$ cat src/hdl/ibe_consts.svh
`ifndef IBE_CONSTS_SVH
`define IBE_CONSTS_SVH

// ---------------------------------------------------------------
// clock and bus rates
// ---------------------------------------------------------------
`define IBE_CLK_HZ 32'h0098_9680
`define IBE_STD_HZ 32'h0001_86A0
`define IBE_FAST_HZ 32'h0006_1A80

// cycles per scl phase, rounded up so the bus never runs too fast
`define IBE_STD_RELOAD \
  ((`IBE_CLK_HZ + 32'h0000_0002 * `IBE_STD_HZ - 32'h0000_0001) / \
   (32'h0000_0002 * `IBE_STD_HZ))
`define IBE_FAST_RELOAD \
  ((`IBE_CLK_HZ + 32'h0000_0002 * `IBE_FAST_HZ - 32'h0000_0001) / \
   (32'h0000_0002 * `IBE_FAST_HZ))

// ---------------------------------------------------------------
// byte framing and addresses
// ---------------------------------------------------------------
`define IBE_BYTE_BITS 4'h8
`define IBE_GC_ADDR 8'h00
`define IBE_TEN_HDR 5'h1E
`define IBE_WR_MASK 9'h1fe
`define IBE_RD_MASK 9'h001

`endif

$ cat src/hdl/ibe_pkg.sv
package ibe_pkg;
  // master sequencer states
  typedef enum logic [3:0] {
    M_IDLE, M_STA_HOLD, M_WAIT, M_BIT_LOW, M_BIT_HIGH,
    M_RS_LOW, M_RS_HIGH, M_STOP_LOW, M_STOP_HIGH, M_STOP_REL
  } ibe_mstate_e;

  // slave byte engine states
  typedef enum logic [2:0] {
    S_IDLE, S_RECV, S_ACK, S_STRETCH, S_SEND, S_MACK, S_IGNORE
  } ibe_sstate_e;
endpackage

$ cat src/hdl/ibe_bus_if.sv
`timescale 1ns/100ps
`default_nettype none

// synchronised bus levels and detected bus conditions
interface ibe_bus_if;
  logic sdaS;
  logic sclS;
  logic sclRise;
  logic sclFall;
  logic start;
  logic repStart;
  logic stop;
  logic busy;

  modport mon (
    output sdaS, sclS, sclRise, sclFall, start, repStart, stop, busy
  );
  modport eng (
    input sdaS, sclS, sclRise, sclFall, start, repStart, stop, busy
  );
endinterface

`default_nettype wire

$ cat src/hdl/ibe_bus_monitor.sv
`timescale 1ns/100ps
`default_nettype none

module ibe_bus_monitor (
  input wire logic clk,
  input wire logic resetn,
  input wire logic sdaIn,
  input wire logic sclIn,
  ibe_bus_if.mon bus
);
  logic sdaMeta, sdaS, sdaPrev, sclMeta, sclS, sclPrev, busy;
  logic next_busy;
  logic startHit, stopHit;

  // ---------------------------------------------------------------
  // condition detection
  // ---------------------------------------------------------------
  // sda edges while scl stays high
  assign startHit = sclS & sclPrev & sdaPrev & ~sdaS;
  assign stopHit = sclS & sclPrev & ~sdaPrev & sdaS;

  // busy from start until stop
  always_comb begin
    next_busy = busy;
    if (stopHit) begin
      next_busy = 1'b0;
    end else if (startHit) begin
      next_busy = 1'b1;
    end
  end

  // two-flop synchronisers, then one stage of history
  always_ff @(posedge clk or negedge resetn) begin
    if (!resetn) begin
      sdaMeta <= 1'b1;
      sdaS <= 1'b1;
      sdaPrev <= 1'b1;
      sclMeta <= 1'b1;
      sclS <= 1'b1;
      sclPrev <= 1'b1;
      busy <= 1'b0;
    end else begin
      sdaMeta <= sdaIn;
      sdaS <= sdaMeta;
      sdaPrev <= sdaS;
      sclMeta <= sclIn;
      sclS <= sclMeta;
      sclPrev <= sclS;
      busy <= next_busy;
    end
  end

  // outputs to the engine
  assign bus.sdaS = sdaS;
  assign bus.sclS = sclS;
  assign bus.sclRise = sclS & ~sclPrev;
  assign bus.sclFall = ~sclS & sclPrev;
  assign bus.start = startHit;
  assign bus.repStart = startHit & busy;
  assign bus.stop = stopHit;
  assign bus.busy = busy;
endmodule

`default_nettype wire

$ cat src/hdl/ibe_engine.sv
`timescale 1ns/100ps
`default_nettype none
`include "ibe_consts.svh"

module ibe_engine
  import ibe_pkg::*;
(
  input wire logic clk,
  input wire logic resetn,
  input wire logic sdaIn,
  output logic sdaOut,
  output logic sdaOe,
  input wire logic sclIn,
  output logic sclOut,
  output logic sclOe,
  input wire logic enable,
  input wire logic fastMode,
  input wire logic startReq,
  input wire logic restartReq,
  input wire logic stopReq,
  input wire logic writeReq,
  input wire logic readReq,
  input wire logic [7:0] txData,
  input wire logic ackBit,
  input wire logic collisionClr,
  output logic masterReady,
  output logic masterEvent,
  output logic [7:0] masterRxData,
  output logic masterAckIn,
  output logic collision,
  input wire logic [9:0] slaveAddr,
  input wire logic [9:0] addrMask,
  input wire logic tenBitMode,
  input wire logic genCallEnable,
  input wire logic repeaterMode,
  input wire logic slaveTxLoad,
  input wire logic [7:0] slaveTxData,
  output logic slaveAddressed,
  output logic slaveRead,
  output logic slaveGenCall,
  output logic [7:0] slaveRxData,
  output logic slaveRxDone,
  output logic slaveTxReq,
  output logic slaveAckIn,
  output logic slaveEvent,
  output logic busBusy,
  output logic busIdle
);
  ibe_bus_if busIf();

  ibe_bus_monitor uMon (
    .clk(clk),
    .resetn(resetn),
    .sdaIn(sdaIn),
    .sclIn(sclIn),
    .bus(busIf)
  );

  // ---------------------------------------------------------------
  // master sequencer
  // ---------------------------------------------------------------
  ibe_mstate_e mState, next_mState;
  logic [7:0] bitRateDivider, next_bitRateDivider;
  logic [7:0] loadVal;
  logic [3:0] mBitCnt, next_mBitCnt;
  logic [8:0] txSh, next_txSh, txMask, next_txMask, rxSh, next_rxSh;
  logic mSda, next_mSda, mScl, next_mScl;
  logic [7:0] next_masterRxData;
  logic next_masterAckIn, next_masterEvent, next_collision;
  logic phaseEnd;

  // phase length from the selected bus rate
  assign loadVal = fastMode ? 8'(`IBE_FAST_RELOAD - 32'h0000_0001)
                            : 8'(`IBE_STD_RELOAD - 32'h0000_0001);
  assign phaseEnd = (bitRateDivider == 8'h00);

  // master next state
  always_comb begin
    next_mState = mState;
    next_bitRateDivider = bitRateDivider - 8'h01;
    next_mBitCnt = mBitCnt;
    next_txSh = txSh;
    next_txMask = txMask;
    next_rxSh = rxSh;
    next_mSda = mSda;
    next_mScl = mScl;
    next_masterRxData = masterRxData;
    next_masterAckIn = masterAckIn;
    next_masterEvent = 1'b0;
    next_collision = collision & ~collisionClr;
    if (phaseEnd) begin
      next_bitRateDivider = 8'h00;
    end
    if (!enable) begin
      next_mState = M_IDLE;
      next_mSda = 1'b0;
      next_mScl = 1'b0;
    end else begin
      unique case (mState)
        M_IDLE: begin
          if (startReq && (busIf.busy || !busIdle)) begin
            next_collision = 1'b1;
          end else if (startReq) begin
            next_mSda = 1'b1;
            next_bitRateDivider = loadVal;
            next_mState = M_STA_HOLD;
          end
        end
        M_STA_HOLD: begin
          if (phaseEnd) begin
            next_mScl = 1'b1;
            next_mState = M_WAIT;
            next_masterEvent = 1'b1;
          end
        end
        M_WAIT: begin
          next_mBitCnt = 4'h0;
          next_bitRateDivider = loadVal;
          if (writeReq) begin
            next_txSh = {txData, 1'b1};
            next_txMask = `IBE_WR_MASK;
            next_mState = M_BIT_LOW;
          end else if (readReq) begin
            next_txSh = {8'hFF, ackBit};
            next_txMask = `IBE_RD_MASK;
            next_mState = M_BIT_LOW;
          end else if (restartReq) begin
            next_mSda = 1'b0;
            next_mState = M_RS_LOW;
          end else if (stopReq) begin
            next_mSda = 1'b1;
            next_mState = M_STOP_LOW;
          end else begin
            next_bitRateDivider = bitRateDivider;
          end
        end
        M_BIT_LOW: begin
          next_mSda = ~txSh[8];
          if (phaseEnd) begin
            next_mScl = 1'b0;
            next_bitRateDivider = loadVal;
            next_mState = M_BIT_HIGH;
          end
        end
        M_BIT_HIGH: begin
          if (!busIf.sclS) begin
            next_bitRateDivider = loadVal;
          end else if (phaseEnd) begin
            next_rxSh = {rxSh[7:0], busIf.sdaS};
            next_bitRateDivider = loadVal;
            next_mScl = 1'b1;
            if (txMask[8] && txSh[8] && !busIf.sdaS) begin
              next_collision = 1'b1;
              next_mSda = 1'b0;
              next_mScl = 1'b0;
              next_mState = M_IDLE;
              next_masterEvent = 1'b1;
            end else if (mBitCnt == `IBE_BYTE_BITS) begin
              next_masterRxData = rxSh[7:0];
              next_masterAckIn = busIf.sdaS;
              next_masterEvent = 1'b1;
              next_mState = M_WAIT;
            end else begin
              next_txSh = {txSh[7:0], 1'b1};
              next_txMask = {txMask[7:0], 1'b0};
              next_mBitCnt = mBitCnt + 4'h1;
              next_mState = M_BIT_LOW;
            end
          end
        end
        M_RS_LOW: begin
          if (phaseEnd) begin
            next_mScl = 1'b0;
            next_bitRateDivider = loadVal;
            next_mState = M_RS_HIGH;
          end
        end
        M_RS_HIGH: begin
          if (!busIf.sclS) begin
            next_bitRateDivider = loadVal;
          end else if (phaseEnd) begin
            next_mSda = 1'b1;
            next_bitRateDivider = loadVal;
            next_mState = M_STA_HOLD;
          end
        end
        M_STOP_LOW: begin
          if (phaseEnd) begin
            next_mScl = 1'b0;
            next_bitRateDivider = loadVal;
            next_mState = M_STOP_HIGH;
          end
        end
        M_STOP_HIGH: begin
          if (!busIf.sclS) begin
            next_bitRateDivider = loadVal;
          end else if (phaseEnd) begin
            next_mSda = 1'b0;
            next_bitRateDivider = loadVal;
            next_mState = M_STOP_REL;
          end
        end
        M_STOP_REL: begin
          if (phaseEnd) begin
            next_masterEvent = 1'b1;
            next_mState = M_IDLE;
          end
        end
      endcase
    end
  end

  // master registers
  always_ff @(posedge clk or negedge resetn) begin
    if (!resetn) begin
      mState <= M_IDLE;
      bitRateDivider <= 8'h00;
      mBitCnt <= 4'h0;
      txSh <= 9'h1ff;
      txMask <= 9'h000;
      rxSh <= 9'h000;
      mSda <= 1'b0;
      mScl <= 1'b0;
      masterRxData <= 8'h00;
      masterAckIn <= 1'b1;
      masterEvent <= 1'b0;
      collision <= 1'b0;
    end else begin
      mState <= next_mState;
      bitRateDivider <= next_bitRateDivider;
      mBitCnt <= next_mBitCnt;
      txSh <= next_txSh;
      txMask <= next_txMask;
      rxSh <= next_rxSh;
      mSda <= next_mSda;
      mScl <= next_mScl;
      masterRxData <= next_masterRxData;
      masterAckIn <= next_masterAckIn;
      masterEvent <= next_masterEvent;
      collision <= next_collision;
    end
  end

  assign masterReady = (mState == M_WAIT) || (mState == M_IDLE);

  // ---------------------------------------------------------------
  // slave byte engine
  // ---------------------------------------------------------------
  ibe_sstate_e sState, next_sState;
  logic [3:0] sBitCnt, next_sBitCnt;
  logic [7:0] sSh, next_sSh, sTxSh, next_sTxSh, next_slaveRxData;
  logic sFirst, next_sFirst, sSecond, next_sSecond;
  logic sTenDone, next_sTenDone;
  logic next_slaveAddressed, next_slaveRead, next_slaveGenCall;
  logic next_slaveRxDone, next_slaveTxReq, next_slaveAckIn;
  logic hiMatch, lo7Match, lo10Match;

  // masked address compares on the collected byte
  assign hiMatch = (sSh[7:3] == `IBE_TEN_HDR) &&
    (((sSh[2:1] ^ slaveAddr[9:8]) & ~addrMask[9:8]) == 2'h0);
  assign lo7Match =
    (((sSh[7:1] ^ slaveAddr[6:0]) & ~addrMask[6:0]) == 7'h00);
  assign lo10Match =
    (((sSh ^ slaveAddr[7:0]) & ~addrMask[7:0]) == 8'h00);

  // slave next state, independent of the master sequencer
  always_comb begin
    logic ackIt;
    ackIt = 1'b0;
    next_sState = sState;
    next_sBitCnt = sBitCnt;
    next_sSh = sSh;
    next_sTxSh = sTxSh;
    next_sFirst = sFirst;
    next_sSecond = sSecond;
    next_sTenDone = sTenDone;
    next_slaveAddressed = slaveAddressed;
    next_slaveRead = slaveRead;
    next_slaveGenCall = slaveGenCall;
    next_slaveRxData = slaveRxData;
    next_slaveRxDone = 1'b0;
    next_slaveTxReq = 1'b0;
    next_slaveAckIn = slaveAckIn;
    if (!enable || busIf.stop) begin
      next_sState = S_IDLE;
      next_sTenDone = 1'b0;
      next_slaveAddressed = 1'b0;
      next_slaveGenCall = 1'b0;
      next_sFirst = 1'b0;
      next_sSecond = 1'b0;
    end else if (busIf.start) begin
      next_sState = S_RECV;
      next_sBitCnt = 4'h0;
      next_sFirst = 1'b1;
      next_sSecond = 1'b0;
      next_slaveAddressed = 1'b0;
      next_slaveGenCall = 1'b0;
    end else begin
      unique case (sState)
        S_IDLE, S_IGNORE: begin
        end
        S_RECV: begin
          if (busIf.sclRise) begin
            next_sSh = {sSh[6:0], busIf.sdaS};
            next_sBitCnt = sBitCnt + 4'h1;
          end else if (busIf.sclFall && sBitCnt == `IBE_BYTE_BITS) begin
            next_sBitCnt = 4'h0;
            next_sFirst = 1'b0;
            next_sSecond = 1'b0;
            if (sFirst) begin
              next_slaveRead = sSh[0];
              if (repeaterMode) begin
                ackIt = 1'b1;
              end else if (tenBitMode) begin
                if (hiMatch && !sSh[0]) begin
                  ackIt = 1'b1;
                  next_sSecond = 1'b1;
                end else if (hiMatch && sTenDone) begin
                  ackIt = 1'b1;
                end
              end else if (lo7Match) begin
                ackIt = 1'b1;
              end
              if (!repeaterMode && genCallEnable &&
                  sSh == `IBE_GC_ADDR) begin
                ackIt = 1'b1;
                next_slaveGenCall = 1'b1;
              end
              next_slaveAddressed = ackIt & ~next_sSecond;
            end else if (sSecond) begin
              if (lo10Match) begin
                ackIt = 1'b1;
                next_sTenDone = 1'b1;
                next_slaveAddressed = 1'b1;
              end
            end else begin
              next_slaveRxData = sSh;
              next_slaveRxDone = 1'b1;
              ackIt = 1'b1;
            end
            next_sState = ackIt ? S_ACK : S_IGNORE;
          end
        end
        S_ACK: begin
          if (busIf.sclFall) begin
            if (slaveRead) begin
              next_sState = S_STRETCH;
              next_slaveTxReq = 1'b1;
            end else begin
              next_sState = S_RECV;
            end
          end
        end
        S_STRETCH: begin
          if (slaveTxLoad) begin
            next_sTxSh = slaveTxData;
            next_sBitCnt = 4'h0;
            next_sState = S_SEND;
          end
        end
        S_SEND: begin
          if (busIf.sclRise) begin
            next_sBitCnt = sBitCnt + 4'h1;
          end else if (busIf.sclFall) begin
            if (sBitCnt == `IBE_BYTE_BITS) begin
              next_sState = S_MACK;
            end else begin
              next_sTxSh = {sTxSh[6:0], 1'b1};
            end
          end
        end
        S_MACK: begin
          if (busIf.sclRise) begin
            next_slaveAckIn = busIf.sdaS;
          end else if (busIf.sclFall) begin
            if (!slaveAckIn) begin
              next_sState = S_STRETCH;
              next_slaveTxReq = 1'b1;
            end else begin
              next_sState = S_IGNORE;
            end
          end
        end
      endcase
    end
  end

  // slave registers
  always_ff @(posedge clk or negedge resetn) begin
    if (!resetn) begin
      sState <= S_IDLE;
      sBitCnt <= 4'h0;
      sSh <= 8'h00;
      sTxSh <= 8'hFF;
      sFirst <= 1'b0;
      sSecond <= 1'b0;
      sTenDone <= 1'b0;
      slaveAddressed <= 1'b0;
      slaveRead <= 1'b0;
      slaveGenCall <= 1'b0;
      slaveRxData <= 8'h00;
      slaveRxDone <= 1'b0;
      slaveTxReq <= 1'b0;
      slaveAckIn <= 1'b1;
    end else begin
      sState <= next_sState;
      sBitCnt <= next_sBitCnt;
      sSh <= next_sSh;
      sTxSh <= next_sTxSh;
      sFirst <= next_sFirst;
      sSecond <= next_sSecond;
      sTenDone <= next_sTenDone;
      slaveAddressed <= next_slaveAddressed;
      slaveRead <= next_slaveRead;
      slaveGenCall <= next_slaveGenCall;
      slaveRxData <= next_slaveRxData;
      slaveRxDone <= next_slaveRxDone;
      slaveTxReq <= next_slaveTxReq;
      slaveAckIn <= next_slaveAckIn;
    end
  end

  assign slaveEvent = slaveRxDone | slaveTxReq;

  // ---------------------------------------------------------------
  // open-drain pins and bus status
  // ---------------------------------------------------------------
  logic next_sdaOe, next_sclOe, next_busIdle;

  // wired-and drive: only pull low or release
  always_comb begin
    // first reply bit goes out a cycle before the stretch lets scl go
    next_sdaOe = mSda | (sState == S_ACK) |
                 ((sState == S_SEND) & ~sTxSh[7]) |
                 ((sState == S_STRETCH) & slaveTxLoad &
                  ~slaveTxData[7]);
    next_sclOe = mScl | (sState == S_STRETCH);
    next_busIdle = ~busIf.busy & busIf.sdaS & busIf.sclS;
  end

  always_ff @(posedge clk or negedge resetn) begin
    if (!resetn) begin
      sdaOe <= 1'b0;
      sclOe <= 1'b0;
      busIdle <= 1'b0;
    end else begin
      sdaOe <= next_sdaOe;
      sclOe <= next_sclOe;
      busIdle <= next_busIdle;
    end
  end

  assign sdaOut = 1'b0;
  assign sclOut = 1'b0;
  assign busBusy = busIf.busy;
endmodule

`default_nettype wire

$ cat config.mk
export PLATFORM = sky130hd
export DESIGN_NAME = ibe_engine
export DESIGN_NICKNAME = d
export VERILOG_FILES = /design/src/hdl/ibe_pkg.sv /design/src/hdl/ibe_bus_if.sv /design/src/hdl/ibe_bus_monitor.sv /design/src/hdl/ibe_engine.sv
export VERILOG_INCLUDE_DIRS = /design/src /design/src/hdl
export SDC_FILE = /design/constraint.sdc
export NUM_CORES = 1
export LEC_CHECK = 0
export ABC_CLOCK_PERIOD_IN_PS = 2250
export BUFFER_PORTS_ARGS = -buffer_cell sky130_fd_sc_hd__clkbuf_2
export CAP_MARGIN = 10
export CELL_PAD_IN_SITES_DETAIL_PLACEMENT = 1
export CELL_PAD_IN_SITES_GLOBAL_PLACEMENT = 1
export CORE_MARGIN = 3
export CORE_UTILIZATION = 28
export DETAILED_ROUTE_END_ITERATION = 10
export MAX_ROUTING_LAYER = met4
export PLACE_DENSITY = 0.57
export SYNTH_ARGS = -nofsm -noshare
export SYNTH_HDL_FRONTEND = slang
export SYNTH_SLANG_ARGS = --single-unit
$ cat constraint.sdc
create_clock -name clk -period 2.25 [get_ports clk]
set_input_delay 0.45 -clock clk [delete_from_list [all_inputs] [get_ports clk]]
set_output_delay 0.45 -clock clk [all_outputs]
set_load 0.01 [all_outputs]
==> results of run 1 <==
path summary, 6_finish.rpt:
kind / from / end / slack [ps] / depth (start not counted)
setup / recovery: mState[1] / bitRateDivider[2] / 60 / 7
hold / removal: resetn / slaveRxData[7] / 30 / 1
setup reg to reg: mState[1] / bitRateDivider[2] / 60 / 7
hold reg to reg: uMon.sdaMeta / uMon.bus.sdaS / 360 / 0
max in group asynchronous: resetn / uMon.sdaPrev / 1480 / 2
min in group clk: sclIn / uMon.sclMeta / 190 / 1
through the flow:
step / util [%] / instances / setup slack, ps / power (uW) / TNS (ps)
final: 37.10 / 1006 / 55.33 / 5866 / 0
after global routing: 37.10 / 1006 / -14.30 / 6248 / -39.89
after CTS: 36.52 / 1002 / 6.575 / 5840 / 0
after detailed placement: 34.84 / 986 / -85.97 / 4048 / -660.3
after global placement: 34.84 / 986 / 31.20 / 3980 / 0
after floorplan: - / 608 / 111.3 / 3346 / 0
cell usage after synthesis, drive strengths merged (6+ instances only):
library cell  instances  share of area [%]
a21oi                62                5.4
buf                  13                1.1
clkbuf               26                1.7
dfrtp                80                 35
dfstp                25                 11
ha                    6                1.3
inv                  28                1.8
mux2                 32                6.3
mux2i                 8                1.4
nand2                54                3.5
nand2b                7               0.76
nand3                11               0.96
nand3b                7               0.91
nand4                 7               0.76
nor2                 37                2.5
nor2b                11                1.2
nor3                 13                1.2
nor4                 10                1.6
o21ai                55                4.9
o22ai                 9               0.98
o31ai                 8                1.0
xnor2                21                3.2
timing repair:
item	4_1_cts	5_1_grt
endpoints found under the setup margin	10	46
gates resized for setup	2	20
pin swaps	2	4
buffers inserted	0	4
power by group:
group | internal, uW | leakage (uW) | switching [uW] | total (uW)
Sequential | 2240 | 0.00133 | 223 | 2460
Combinational | 796 | 0.00180 | 873 | 1670
Clock | 1010 | 0.000159 | 722 | 1730
layout make-up:
cell class	instances	share of cell area, %
clock inverters	6	1.228
clock buffers	10	3.257
multi-input cells	436	39.74
repair buffers	156	13.55
flip-flops and latches	105	36.27
inverters	28	1.432
well taps	265	4.518
logic make-up after synthesis:
logic type | count (synthesis) | synth area share [%]
and+or+nand+nor | 181 | 16.70
other | 1 | 0.06525
adders and majority gates | 7 | 1.480
buffers and inverters | 67 | 4.659
muxes | 40 | 7.664
DFF | 105 | 46.27
xor gates and xnor gates | 23 | 3.505
AOI/OAI and AO/OA | 183 | 19.66
state kept, by name, indices dropped and copies added (netlist names), 4 cells and up:
register,flops
masterRxData,8
rxSh,8
bitRateDivider,8
mState,4
slaveRxData,8
txMask,9
txSh,9
sTxSh,8
sSh,8
mBitCnt,4
sBitCnt,4
layer usage:
metal | routed length [um] | GRT usage [%] | share of wire (%) | up-vias
li1 | - | - | - | 2421
met1 | 7622 | 19.57 | 45 | 2496
met2 | 8492 | 27.09 | 50 | 77
met3 | 562 | 2.856 | 3.3 | 16
met4 | 253 | 4.714 | 1.5 | 0
met5 | 0 | - | 0 | -
critical path: cells and delay by family (launching register included):
kind | cells | cell delay, ps
AOI/OAI and AO/OA | 5 | 980
buffers and inverters | 1 | 180
and+or+nand+nor | 1 | 550
DFF | 1 | 410
==> flow_summary.toml, run 1 <==
[outcome]
status = "completed"

[clock_tree]
cts_tree = "yes"
cts_max_path_buffers = 2
cts-root-buf = "clkbuf_16"
postCtsHoldBufs = 0
htreeDepth = 3
cts_buffers = 9
clk_pin_slew_ps = 70
cts.sinks = 105
worstSkewPairLatency_ps = 350

[die]
fp-row-count = 51
die_area_mm2 = 0.02228
dieWidth_um = 149.3
num_io_pins = 86
die_h_um = 149.3
start_util_pct = 29.05
core-area_mm2 = 0.01978

[cells_and_area]
final_common_cell = "clkbuf_2"
register_area_mm2 = 0.002661
mostFrequentLayoutCells = "clkbuf_2 (82), dfrtp_1 (78), buf_4 (71)"
fin_area_mm2 = 0.007338
syn_to_final_growth_pct = 27.69
nNetsFinal = 795
fillers = 2308
multiInputGateArea_mm2 = 0.002917
n_antenna_cell = 0
drive_gt1_share_pct = 33.87

[routing]
drc = 0
dr.pass1.iters = 4
first_iter_violations = 206
wl_per_cell_um = 16.83
drt_wl_total_mm = 16.93
num_vias = 5010
avgViaCountPerCell = 4.980
ant_nets = 0

[placement]
portBuffers = 83
post_dp_cell_area_mm2 = 0.006892
gp_congestion = 0.8551
hpwl_mm = 12.89

[setup_path]
endpoint_kind = "register"
max_stage_delay_ps = 550
critPathRequiredTime_ps = 2530
crit_chain = "buf_4 -> or4b_4 -> a2bb2o_2 -> a21oi_1 -> o221ai_2 -> a21oi_2 -> a2bb2oi_2"
crit_path_start_kind = "register"
setup.worst_path.class = "reg2reg"
critPathArrivalTime_ps = 2470
crit_slowest_cell = "or4b_4"
worstPathMaxFanout = 6

[power]
p_leak_uw = 0.003293
power_density_mw_per_mm2 = 799.3
irDropWorstVdd_mv = 0.4138

[flow_run]
cap_violations = 0

[synth]
ys.flop_type = "dfrtp_1"
avgSynthCellArea_um2 = 9.467
ys_types = 70
seq_area_frac_synth_pct = 46.27
synth_edf_count = 0
yosys_warnings = 0
synth_cells = 607
synth_seq_cells = 105
ys_async_sr_fraction_pct = 100.0
syn_area_mm2 = 0.005747

[global_route]
grt_use_total_pct = 15.98
antenna_found_initial = 0
overflow = 0
grt_first_pass_wirelength_mm = 27.84
grt_max_degree = 42
grt_pass1_vias = 5372

[timing]
finalClockSkew_ps = 7.713
clock.fmax_mhz = 455.7
drv_slew = 0
max_slew_margin_pct = 65.29
hold_viol_final = 0
timing.final.crit_share_pct = 97.54
fin_crit_ps = 2195
setup_viol = 0
worstMarginPinSlew_ps = 519.6
holdWs_ps = 31.25

[min_path]
min_path_type = "in2async"
Note: power is estimated with default switching activity, not from simulation.
==> inputs of run 2 (changes only) <==
- ABC_AREA: unset -> 1
- CORE_UTILIZATION: 28 -> 35
- PLACE_DENSITY: 0.57 -> 0.71
==> flow_summary.toml, run 2 <==
[outcome]
status = "completed"

[setup_path]
reg2regPathDepth = 11
endpoint_kind = "register"
worstPathMaxFanout = 13
r2r_start = "bitRateDivider[0]"
setup.worst_path.class = "reg2reg"
crit_path_start_kind = "register"
critPathRequiredTime_ps = 2520
startpoint = "bitRateDivider[0]"
critPathArrivalTime_ps = 2280

[global_route]
grt_first_pass_wirelength_mm = 26.86
grt_pass1_vias = 5516
antenna_found_initial = 0
overflow = 0
grt_use_total_pct = 18.33
grt_max_degree = 44

[clock_tree]
postCtsSetupRepairBufs = 0
clk_pin_slew_ps = 80
htreeDepth = 3
cts_resized = 0
worstSkewPairLatency_ps = 350
cts.sinks = 105
cts_tree = "yes"
cts-root-buf = "clkbuf_16"
cts_buffers = 9
postCtsHoldBufs = 0
cts_max_path_buffers = 2

[timing]
fin_crit_ps = 2007
max_slew_margin_pct = 61.51
timing.final.crit_share_pct = 89.19
drv_slew = 0
setup_viol = 0
worstMarginPinSlew_ps = 577.4
tns_ps = 0
hold_viol_final = 0
clock.fmax_mhz = 498.3
rsz0062_at_grt = "no"
finalClockSkew_ps = 11.48

[die]
start_util_pct = 35.79
core-area_mm2 = 0.01664
die_h_um = 136.4
num_io_pins = 86
fp-row-count = 47
die_area_mm2 = 0.01862
dieWidth_um = 136.4

[power]
clockPowerShare_pct = 24.5
p_sw_share_pct = 37.71
p_leak_uw = 0.003619
switching_power_uw = 2487
p_total_uw = 6596
irDropWorstVdd_mv = 0.4375
comb_power_share_pct = 33.8
p_seq_share_pct = 41.7
power_density_mw_per_mm2 = 950.8
p_int_uw = 4108

[flow_run]
cap_violations = 0

[cells_and_area]
nNetsFinal = 948
mostFrequentLayoutCells = "nand2_1 (249), inv_1 (108), clkbuf_2 (82)"
n_antenna_cell = 0
drive_gt1_share_pct = 18.68
syn_to_final_growth_pct = 16.47
fillers = 2113
top_regs = "txMask x9, txSh x9"
final_common_cell = "nand2_1"

[synth]
synth_area_leaders = "dfrtp_1 (34%), nand2_1 (16%), dfstp_2 (11%)"
avgSynthCellArea_um2 = 7.445
seq_area_frac_synth_pct = 44.64
ys_types = 48
synth_most_common_cell = "nand2_1"
yosysTopAreaCellShare_pct = 33.61
yosys_warnings = 0
synth_seq_cells = 105
synth_cells = 800
synth_edf_count = 0
syn_area_mm2 = 0.005956
ys_async_sr_fraction_pct = 100.0
synth_common_cells = "nand2_1 (249), inv_1 (108), dfrtp_1 (80), nor2_1 (61), o21ai_0 (60)"
yosysTopAreaCell = "dfrtp_1"
ys.flop_type = "dfrtp_1"

[routing]
avgViaCountPerCell = 4.760
wl_per_cell_um = 13.97
drt_wl_total_mm = 15.57
num_vias = 5303
drc = 0
dr.pass1.iters = 5
first_iter_violations = 227
ant_nets = 0

[min_path]
min_path_type = "in2async"

[placement]
hpwl_mm = 12.16
gp_congestion = 0.8801
portBuffers = 83
## run 2: changes by cell type after synthesis, moves of 11 or more
cell,delta
o21ai_1,+31
inv_1,+80
clkbuf_1,-23
nor2b_1,-11
xnor2_1,-19
nor2_1,+25
nand2_1,+195
a21oi_1,-39
mux2_2,-24
nand3_1,+46
## run 2: path summary, 6_finish.rpt
check / end / slack [ps]
worst max-delay path: txMask[4] / 240
worst min-delay path: sBitCnt[0] / 90
worst max register to register: txMask[4] / 240
worst min register to register: uMon.bus.sclS / 360
max in group asynchronous: txSh[7] / 1480
min in group clk: uMon.sclMeta / 180
## run 2: layout make-up
| cell class | instances | area, um2 | share of cell area, % |
|---|---|---|---|
| multi-input combinational | 564 | 2749 | 39.63 |
| sequential | 105 | 2659 | 38.33 |
| timing repair buffer | 95 | 520.5 | 7.504 |
| inverter | 114 | 429.2 | 6.187 |
| tap | 220 | 275.3 | 3.968 |
| clock buffer | 10 | 239.0 | 3.445 |
| clock inverter | 6 | 65.06 | 0.9380 |
## run 2: through the flow
| stage | setup WS [ps] | util (%) | area (um2) | instances | hold slack [ps] |
|---|---|---|---|---|---|
| 6_report | 243.3 | 41.68 | 6937 | 1114 | 91.62 |
| 5_1_grt | 27.99 | 41.68 | 6937 | 1114 | 135.3 |
| 4_1_cts | 227.7 | 41.68 | 6937 | 1114 | 113.4 |
| 3_3_place_gp | 307.7 | 39.85 | 6633 | 1098 | 346.7 |
| 3_5_place_dp | 256.1 | 39.85 | 6633 | 1098 | 348.2 |
| 2_1_floorplan | 564.6 | - | 5959 | 801 | 154.4 |
## run 2: power groups by stage
| stage | clock network [uW] | logic [uW] | registers (uW) |
|---|---|---|---|
| after floorplan | 0 | 1690 | 2680 |
| after global placement | 0 | 2210 | 2770 |
| after detailed placement | 0 | 2260 | 2780 |
| after CTS | 1680 | 2270 | 2750 |
| after global routing | 1760 | 2610 | 2820 |
| final | 1610 | 2230 | 2750 |
## run 2: kinds of logic after synthesis
kind of cell             after synthesis  synth area share [%]
AO/OA/AOI/OAI                        134                 12.37
XOR/XNOR                               7                 1.029
adder cells (fa/ha/maj)                6                 1.260
buffers and inverters                132                 9.265
flip-flops                           105                 44.64
multiplexers                           7                 1.177
other                                  1               0.06296
AND/OR/NAND/NOR                      408                 30.19
## run 2: per-layer routing
layer	global-route usage [%]	wire, um	up-vias
li1	-	-	2728
met2	28.84	7023	77
met1	25.05	7859	2486
met4	4.367	169	0
met3	2.813	516	12
met5	-	0	-
## run 2: worst max-delay path, stage by stage, from the launching register on
cell,delay (ps)
dfrtp_1,380
inv_1,170
ha_1,180
nand2_1,130
nor2_8,210
nand2_1,110
o21ai_2,100
nand2_4,110
nor2_8,170
buf_4,210
nand2_1,70
o21ai_1,80
